--- config.mk ---
export PLATFORM = sky130hd
export DESIGN_NAME = oft_retry_timer
export DESIGN_NICKNAME = d
export VERILOG_FILES = /design/src/design/oft_pkg.sv /design/src/design/oft_retry_timer.sv
export VERILOG_INCLUDE_DIRS = /design/src /design/src/design
export SDC_FILE = /design/constraint.sdc
export NUM_CORES = 1
export LEC_CHECK = 0
export BUFFER_PORTS_ARGS = -buffer_cell sky130_fd_sc_hd__buf_4
export CORE_MARGIN = 8
export CORE_UTILIZATION = 60
export CTS_BUF_LIST = sky130_fd_sc_hd__clkbuf_16
export DETAILED_ROUTE_END_ITERATION = 12
export PLACE_DENSITY = 0.79
export SYNTH_ARGS = -nofsm -noshare
export SYNTH_HDL_FRONTEND = slang
export SYNTH_SLANG_ARGS = --single-unit
--- constraint.sdc ---
create_clock -name clk -period 2.9 [get_ports clk]
set_clock_uncertainty 0.05 [all_clocks]
set_input_delay 0.58 -clock clk [delete_from_list [all_inputs] [get_ports clk]]
set_output_delay 0.58 -clock clk [all_outputs]
set_load 0.05 [all_outputs]
--- src/design/oft_consts.svh ---
// constants of the output fault retry timer
`ifndef OFT_CONSTS_SVH
`define OFT_CONSTS_SVH
`define OFT_CLK_HZ        10000000
`define OFT_MS_PER_S      1000
`define OFT_ADDR_ACTION   4'h0
`define OFT_ADDR_STATUS   4'h1
`define OFT_ADDR_CLEAR    4'h2
`define OFT_ADDR_ENABLE   4'h3
`define OFT_ADDR_STATE    4'h4
`define OFT_ACTION_RST    8'h80
`define OFT_RESP_HI       7
`define OFT_RESP_LO       6
`define OFT_RETRY_HI      5
`define OFT_RETRY_LO      3
`define OFT_DELAY_HI      2
`define OFT_DELAY_LO      0
`define OFT_RETRY_ENDLESS 3'h7
`define OFT_RESP_IGNORE   2'h0
`define OFT_RESP_HOLD     2'h1
`define OFT_RESP_SHUT     2'h2
`define OFT_RESP_WAITCLR  2'h3
`define OFT_EV_FAULT      0
`define OFT_EV_DISABLE    1
`define OFT_EV_RESTART    2
`define OFT_EV_LATCH      3
`define OFT_HOLD_BASE_MS  12'h00A
`define OFT_GAP0_MS       12'h0FC
`define OFT_GAP1_MS       12'h22E
`define OFT_GAP2_MS       12'h39C
`define OFT_GAP3_MS       12'h4EC
`define OFT_GAP4_MS       12'h63C
`define OFT_GAP5_MS       12'h78C
`define OFT_GAP6_MS       12'h8DC
`define OFT_GAP7_MS       12'hA2C
`endif

--- src/design/oft_pkg.sv ---
// types of the output fault retry timer
package oft_pkg;
  typedef enum logic [5:0] {
    OFT_RUN     = 6'h01,
    OFT_HOLD    = 6'h02,
    OFT_OFFWAIT = 6'h04,
    OFT_LATCHED = 6'h08,
    OFT_WAITCLR = 6'h10,
    OFT_IGNORE  = 6'h20
  } oft_state_e;

  typedef struct packed {
    logic [3:0] addr;
    logic [7:0] wdata;
    logic       wr;
    logic       rd;
  } oft_bus_s;

  typedef struct packed {
    oft_state_e  st;
    logic [7:0]  action;
    logic [2:0]  tries;
    logic [13:0] pre;
    logic [11:0] ms;
    logic [3:0]  status;
    logic [3:0]  irq_en;
    logic        out_en;
    logic        latched;
    logic        irq;
    logic [7:0]  rdata;
  } oft_regs_s;
endpackage

--- src/design/oft_retry_timer.sv ---
// output overvoltage fault hold, shutdown and restart timing
// Summary of operation
// - the restart limit comes from bits 5:3, codes 0 to 6 give that many tries and 7 is endless.
// - once the tries are used up and the fault remains, the output goes off and stays off.
// - a latched off state ends only on reset or on a power cycle or bias loss event.
// - restarts are spaced by 252 to 2604 ms picked by the 3-bit delay code.
// - in hold mode the output is disabled only after a hold of 10 ms doubled per code; shut down and off until clear disable at once.
// - one 3-bit code picks both the hold delay and the restart gap as a fixed pair.
// - bits 7:6 pick ignore, hold then retry, shut down and retry, or off until clear.
//
// Implementation choices: the address map and the strobed register port.
`include "oft_consts.svh"
module oft_retry_timer #(
  parameter int CYCLES_PER_MS = `OFT_CLK_HZ / `OFT_MS_PER_S
) (
  // clock, reset, enable
  input  wire logic             clk,
  input  wire logic             reset,
  input  wire logic             ce,
  // register port
  input  wire oft_pkg::oft_bus_s bus,
  output logic [7:0]            rdata,
  // fault side
  input  wire logic             fault_in,
  input  wire logic             power_cycle,
  input  wire logic             bias_lost,
  output logic                  output_en,
  output logic                  latched_off,
  // interrupt
  output logic                  irq
);

  ////////////////////////////////////////////////////////////////////////////
  // helpers

  // hold delay in ms, 10 ms doubled per code
  function automatic logic [11:0] hold_ms(input logic [2:0] code);
    hold_ms = `OFT_HOLD_BASE_MS << code;
  endfunction

  // restart gap in ms
  function automatic logic [11:0] gap_ms(input logic [2:0] code);
    unique case (code)
      3'h0: gap_ms = `OFT_GAP0_MS;
      3'h1: gap_ms = `OFT_GAP1_MS;
      3'h2: gap_ms = `OFT_GAP2_MS;
      3'h3: gap_ms = `OFT_GAP3_MS;
      3'h4: gap_ms = `OFT_GAP4_MS;
      3'h5: gap_ms = `OFT_GAP5_MS;
      3'h6: gap_ms = `OFT_GAP6_MS;
      3'h7: gap_ms = `OFT_GAP7_MS;
    endcase
  endfunction

  // true when no further restart is allowed
  function automatic logic tries_spent(input logic [2:0] lim, input logic [2:0] done);
    tries_spent = (lim != `OFT_RETRY_ENDLESS) && (done >= lim);
  endfunction

  ////////////////////////////////////////////////////////////////////////////
  // state

  oft_pkg::oft_regs_s r_ff;
  oft_pkg::oft_regs_s nxt_r;

  localparam logic [13:0] TICK_LAST = 14'(CYCLES_PER_MS - 1);

  logic [1:0] resp;
  logic [2:0] lim;
  logic [2:0] dcode;
  logic [3:0] ev;
  logic       tick;
  logic       expired;
  logic       clr_evt;

  // decode of the action register and timer tick
  always_comb begin
    resp    = r_ff.action[`OFT_RESP_HI:`OFT_RESP_LO];
    lim     = r_ff.action[`OFT_RETRY_HI:`OFT_RETRY_LO];
    dcode   = r_ff.action[`OFT_DELAY_HI:`OFT_DELAY_LO];
    tick    = (r_ff.pre == TICK_LAST);
    expired = tick && (r_ff.ms <= 12'h001);
    clr_evt = power_cycle || bias_lost;
  end

  ////////////////////////////////////////////////////////////////////////////
  // next state

  always_comb begin
    nxt_r = r_ff;
    ev    = 4'h0;
    // millisecond prescaler and countdown
    nxt_r.pre = tick ? 14'h0000 : r_ff.pre + 14'h0001;
    if (tick && (r_ff.ms != 12'h000)) begin
      nxt_r.ms = r_ff.ms - 12'h001;
    end

    // fault sequencer
    unique case (r_ff.st)
      oft_pkg::OFT_RUN, oft_pkg::OFT_IGNORE: begin
        nxt_r.out_en = 1'b1;
        nxt_r.st     = (resp == `OFT_RESP_IGNORE) ? oft_pkg::OFT_IGNORE : oft_pkg::OFT_RUN;
        if (fault_in && (resp != `OFT_RESP_IGNORE)) begin
          ev[`OFT_EV_FAULT] = 1'b1;
          unique case (resp)
            `OFT_RESP_HOLD: begin
              nxt_r.st  = oft_pkg::OFT_HOLD;
              nxt_r.ms  = hold_ms(dcode);
              nxt_r.pre = 14'h0000;
            end
            `OFT_RESP_SHUT: begin
              nxt_r.out_en         = 1'b0;
              ev[`OFT_EV_DISABLE]  = 1'b1;
              nxt_r.pre            = 14'h0000;
              nxt_r.ms             = gap_ms(dcode);
              nxt_r.st             = oft_pkg::OFT_OFFWAIT;
              if (tries_spent(lim, r_ff.tries)) begin
                nxt_r.st        = oft_pkg::OFT_LATCHED;
                nxt_r.latched   = 1'b1;
                ev[`OFT_EV_LATCH] = 1'b1;
              end
            end
            default: begin
              nxt_r.out_en        = 1'b0;
              ev[`OFT_EV_DISABLE] = 1'b1;
              nxt_r.st            = oft_pkg::OFT_WAITCLR;
            end
          endcase
        end
      end
      oft_pkg::OFT_HOLD: begin
        // output stays on during the hold
        if (!fault_in) begin
          nxt_r.st = oft_pkg::OFT_RUN;
        end else if (expired) begin
          nxt_r.out_en        = 1'b0;
          ev[`OFT_EV_DISABLE] = 1'b1;
          nxt_r.pre           = 14'h0000;
          nxt_r.ms            = gap_ms(dcode);
          nxt_r.st            = oft_pkg::OFT_OFFWAIT;
          if (tries_spent(lim, r_ff.tries)) begin
            nxt_r.st          = oft_pkg::OFT_LATCHED;
            nxt_r.latched     = 1'b1;
            ev[`OFT_EV_LATCH] = 1'b1;
          end
        end
      end
      oft_pkg::OFT_OFFWAIT: begin
        // restart once the gap has elapsed
        if (expired) begin
          nxt_r.out_en        = 1'b1;
          ev[`OFT_EV_RESTART] = 1'b1;
          nxt_r.st            = oft_pkg::OFT_RUN;
          if (lim != `OFT_RETRY_ENDLESS) begin
            nxt_r.tries = r_ff.tries + 3'h1;
          end
        end
      end
      oft_pkg::OFT_WAITCLR: begin
        // output re-enabled once the fault is gone
        if (!fault_in) begin
          nxt_r.out_en = 1'b1;
          nxt_r.st     = oft_pkg::OFT_RUN;
        end
      end
      oft_pkg::OFT_LATCHED: begin
        nxt_r.out_en = 1'b0;
      end
    endcase

    // latched fault cleared by power cycle or bias loss
    if (clr_evt) begin
      nxt_r.st      = oft_pkg::OFT_RUN;
      nxt_r.latched = 1'b0;
      nxt_r.out_en  = 1'b1;
      nxt_r.tries   = 3'h0;
      nxt_r.ms      = 12'h000;
    end

    // register writes
    if (bus.wr) begin
      unique case (bus.addr)
        `OFT_ADDR_ACTION: nxt_r.action = bus.wdata;
        `OFT_ADDR_ENABLE: nxt_r.irq_en = bus.wdata[3:0];
        default: ;
      endcase
    end

    // sticky status, a new event wins over the clear
    nxt_r.status = r_ff.status | ev;
    if (bus.wr && (bus.addr == `OFT_ADDR_CLEAR)) begin
      nxt_r.status = (r_ff.status & ~bus.wdata[3:0]) | ev;
    end
    nxt_r.irq = |(nxt_r.status & nxt_r.irq_en);

    // register reads, data valid the cycle after the strobe
    nxt_r.rdata = 8'h00;
    if (bus.rd) begin
      unique case (bus.addr)
        `OFT_ADDR_ACTION: nxt_r.rdata = r_ff.action;
        `OFT_ADDR_STATUS: nxt_r.rdata = {4'h0, r_ff.status};
        `OFT_ADDR_ENABLE: nxt_r.rdata = {4'h0, r_ff.irq_en};
        `OFT_ADDR_STATE:  nxt_r.rdata = {r_ff.latched, r_ff.out_en, 3'h0, r_ff.tries};
        default:          nxt_r.rdata = 8'h00;
      endcase
    end
  end

  ////////////////////////////////////////////////////////////////////////////
  // registers

  // synchronous reset clears the latch and the try count
  always_ff @(posedge clk) begin
    if (reset) begin
      r_ff         <= '0;
      r_ff.st      <= oft_pkg::OFT_RUN;
      r_ff.action  <= `OFT_ACTION_RST;
      r_ff.out_en  <= 1'b1;
    end else if (ce) begin
      r_ff <= nxt_r;
    end
  end

  // outputs straight from flops
  assign rdata       = r_ff.rdata;
  assign output_en   = r_ff.out_en;
  assign latched_off = r_ff.latched;
  assign irq         = r_ff.irq;

endmodule

==> key figures <==
Status
  – Outcome: complete, no violations

Setup path
  – Setup CP Type: flop to flop
  – CP max stage delay: 0.62 ns
  – Worst-path fanout max: 8
  – Crit path DAT: 2.81 ns
  – Critical Path Sink Type: flop
  – Required @ worst endpoint: 3.10 ns
  – Cells along the critical path: inv_1 -> ha_1 -> nor2_1 -> nand3b_1 -> nor4_4 -> nor3_1 -> a21oi_1 -> o311ai_1
  – CP Launch Type: flop
  – Crit-path slowest cell: nor3_1

Logic synthesis
  – Mapped cell area: 4460 um2
  – Yosys warnings: 0
  – Ys async rst share: 0%
  – Syn_nets: 565
  – Cells after Synth: 529
  – Yosys cell types: 80
  – #FFs+latches synth: 71
  – Seq/Total Area, Yosys: 31.8%
  – Post-synth EDFFs: 0
  – Avg Inst Size Synth: 8.44 um2
  – Synth Flop Type: dfxtp_1

STA
  – Fin crit share: 89.9%
  – RSZ-0062 raised after global routing: no
  – Setup TNS: 0 ns
  – Final Max Tran Viols: 0
  – Hold Vio Cnt, Final: 0
  – Worst Tran Pin Value: 0.781 ns
  – Final Critical Period: 2.61 ns
  – Fmax: 384 MHz
  – Setup Viol. Count Final: 0
  – Post-route worst setup slack: 0.293 ns
  – Slew HR: 47.5%
  – Hold Worst Slack: 0.405 ns

Routing
  – Vias after detailed routing: 4198
  – WL per Instance: 17.7 um
  – Via-per-instance ratio: 6.42
  – DRC: 0
  – Antenna viol nets, final: 0
  – Initial DRC Count: 378
  – Router iterations before antenna repair: 5
  – Routed wire length: 11600 um

CTS
  – CTS Buffer Depth: 2
  – CTS Hold Buffers Added: 0
  – Inserted Clock Buffers: 9
  – CTS H-tree lvls: 3
  – Clk root buf: clkbuf_16
  – # Post-CTS Setup Buffers: 0
  – Clock Latency Late Sink: 0.34 ns
  – CTS tree: done
  – Clock transition at path regs: 0.06 ns
  – Clock Sinks: 71

Global routing
  – Vias in the first global route: 3898
  – Remaining Overflow, GRT: 0
  – First-pass GRT wire length: 18900 um
  – GRT Util Overall: 22.8%
  – Antenna violations before repair: 0
  – Largest net degree at the start of global routing: 47

Floorplan
  – Ports: 31
  – Initial Util: 61.9%
  – Die Area: 10500 um2
  – DIE HEIGHT: 102 um
  – Die width: 102 um
  – Core Area: 7210 um2
  – Cell Rows: 31

Power and ir drop
  – Pwr Density: 482 nW/um2
  – Leakage: 2.08 nW
  – Worst IR drop on VDD: 0.000310 V

Cells and area
  – Fin util: 70.0%
  – Register area: 1420 um2
  – Fill cells: 585
  – Ant diodes: 0
  – Area grow syn2layout: 13.2%
  – Final non-filler cell total: 654
  – Multi-input gate area: 2810 um2
  – Proportion of layout cells with a drive suffix above 1: 16.2%
  – Nets@finish: 586

Job
  – Max Cap Viol: 0

Placement
  – Placer Congestion: 0.963
  – Detailed placement HPWL: 8500 um
  – Dpl ws: 0.244 ns
  – PortBufs: 30
  – Inst Count DP: 638

Hold path
  – Tightest Hold Check Type: input port to flop
cells in the mapped netlist, types with 8 or more instances:
library cell | n | area, um2
dfxtp_1 | 71 | 1420
nor2_1 | 67 | 251
nand2_1 | 48 | 180
inv_1 | 21 | 78.8
mux2i_1 | 21 | 210
o21ai_0 | 18 | 90.1
a21oi_1 | 17 | 85.1
clkbuf_1 | 17 | 63.8
ha_1 | 16 | 200
nand4_1 | 16 | 100
a22oi_1 | 15 | 113
nand3_1 | 13 | 65.1
nor4_1 | 12 | 75.1
xor2_1 | 12 | 105
nor3_1 | 11 | 55.1
nand2b_1 | 9 | 56.3
xnor2_1 | 9 | 78.8
buf_4 | 8 | 60.1
routing by layer:
layer	GRT usage (%)	wire [um]
met1	28.3	4830
met2	36.3	5360
met3	6.13	1100
met4	9.37	311
met5	0	0
final timing paths:
path         slack, ns     start  depth (start not counted)        to
max               0.29  r_ff[19]                          8  r_ff[29]
min               0.40    bus[9]                          3  r_ff[55]
max reg2reg       0.29  r_ff[19]                          8  r_ff[29]
min reg2reg       0.44  r_ff[11]                          2  r_ff[11]
kinds of logic after synthesis:
kind of cell               synth area share [%]
buffers and inverters                      5.49
muxes                                      6.06
and+or+nand+nor                            29.7
DFF                                        31.8
adders and majority gates                  4.49
xor gates and xnor gates                   4.12
AOI/OAI and AO/OA                          18.3
worst max-delay path: cells and delay by family (launching register included):
family,cells,cell delay (ns)
compound gates,2,0.39
fa+ha+maj,1,0.24
buf+inv,1,0.10
flops,1,0.40
simple gates,4,1.34
stage by stage:
step	total power [mW]	cell area (um2)
floorplan	1.20	4460
global placement	1.27	4730
detailed placement	1.28	4730
CTS	2.44	5040
global route	2.50	5050
finish	2.44	5050
cell usage in the layout (no fill, tap or decap), types with 3 or more instances in the layout:
cell type,instances
o21a_1,3
buf_4,41
and3_1,6
o32ai_1,3
nor3b_1,3
or3_1,6
ha_1,16
a31oi_1,4
a21oi_1,17
nor4_4,5
nor3_1,11
nand2_1,48
mux2i_1,21
a22oi_1,15
xnor2_1,9
o21ai_0,18
inv_1,22
nand3_1,13
or2_2,6
clkbuf_16,9
a32oi_1,3
a21o_1,3
xor2_1,12
dfxtp_1,71
nor4_1,12
nor2b_1,6
a2bb2oi_1,3
nor2_1,67
o22ai_1,3
mux2_2,4
nand2b_1,9
o31ai_1,4
a211oi_1,4
nand4_1,16
area by class of cell:
type | instances | area share, %
clock buffer | 9 | 4.46
clock inverter | 7 | 1.76
inverter | 21 | 1.56
multi-input combinational | 406 | 55.5
sequential | 71 | 28.1
tap | 99 | 2.45
timing repair buffer | 41 | 6.09
report_power, final:
| part | switching [mW] | internal [mW] | leakage, nW |
|---|---|---|---|
| Clock | 0.424 | 0.746 | 0.154 |
| Combinational | 0.162 | 0.0991 | 1.36 |
| Sequential | 0.0157 | 0.989 | 0.574 |
| Total | 0.602 | 1.83 | 2.08 |
timing repair:
| item | in CTS | in global routing |
|---|---|---|
| setup endpoints to repair | 0 | 5 |
| hold endpoints to repair | 0 | 0 |
| resized for setup | 0 | 1 |
No activity file was read; power rests on OpenSTA's default activity.
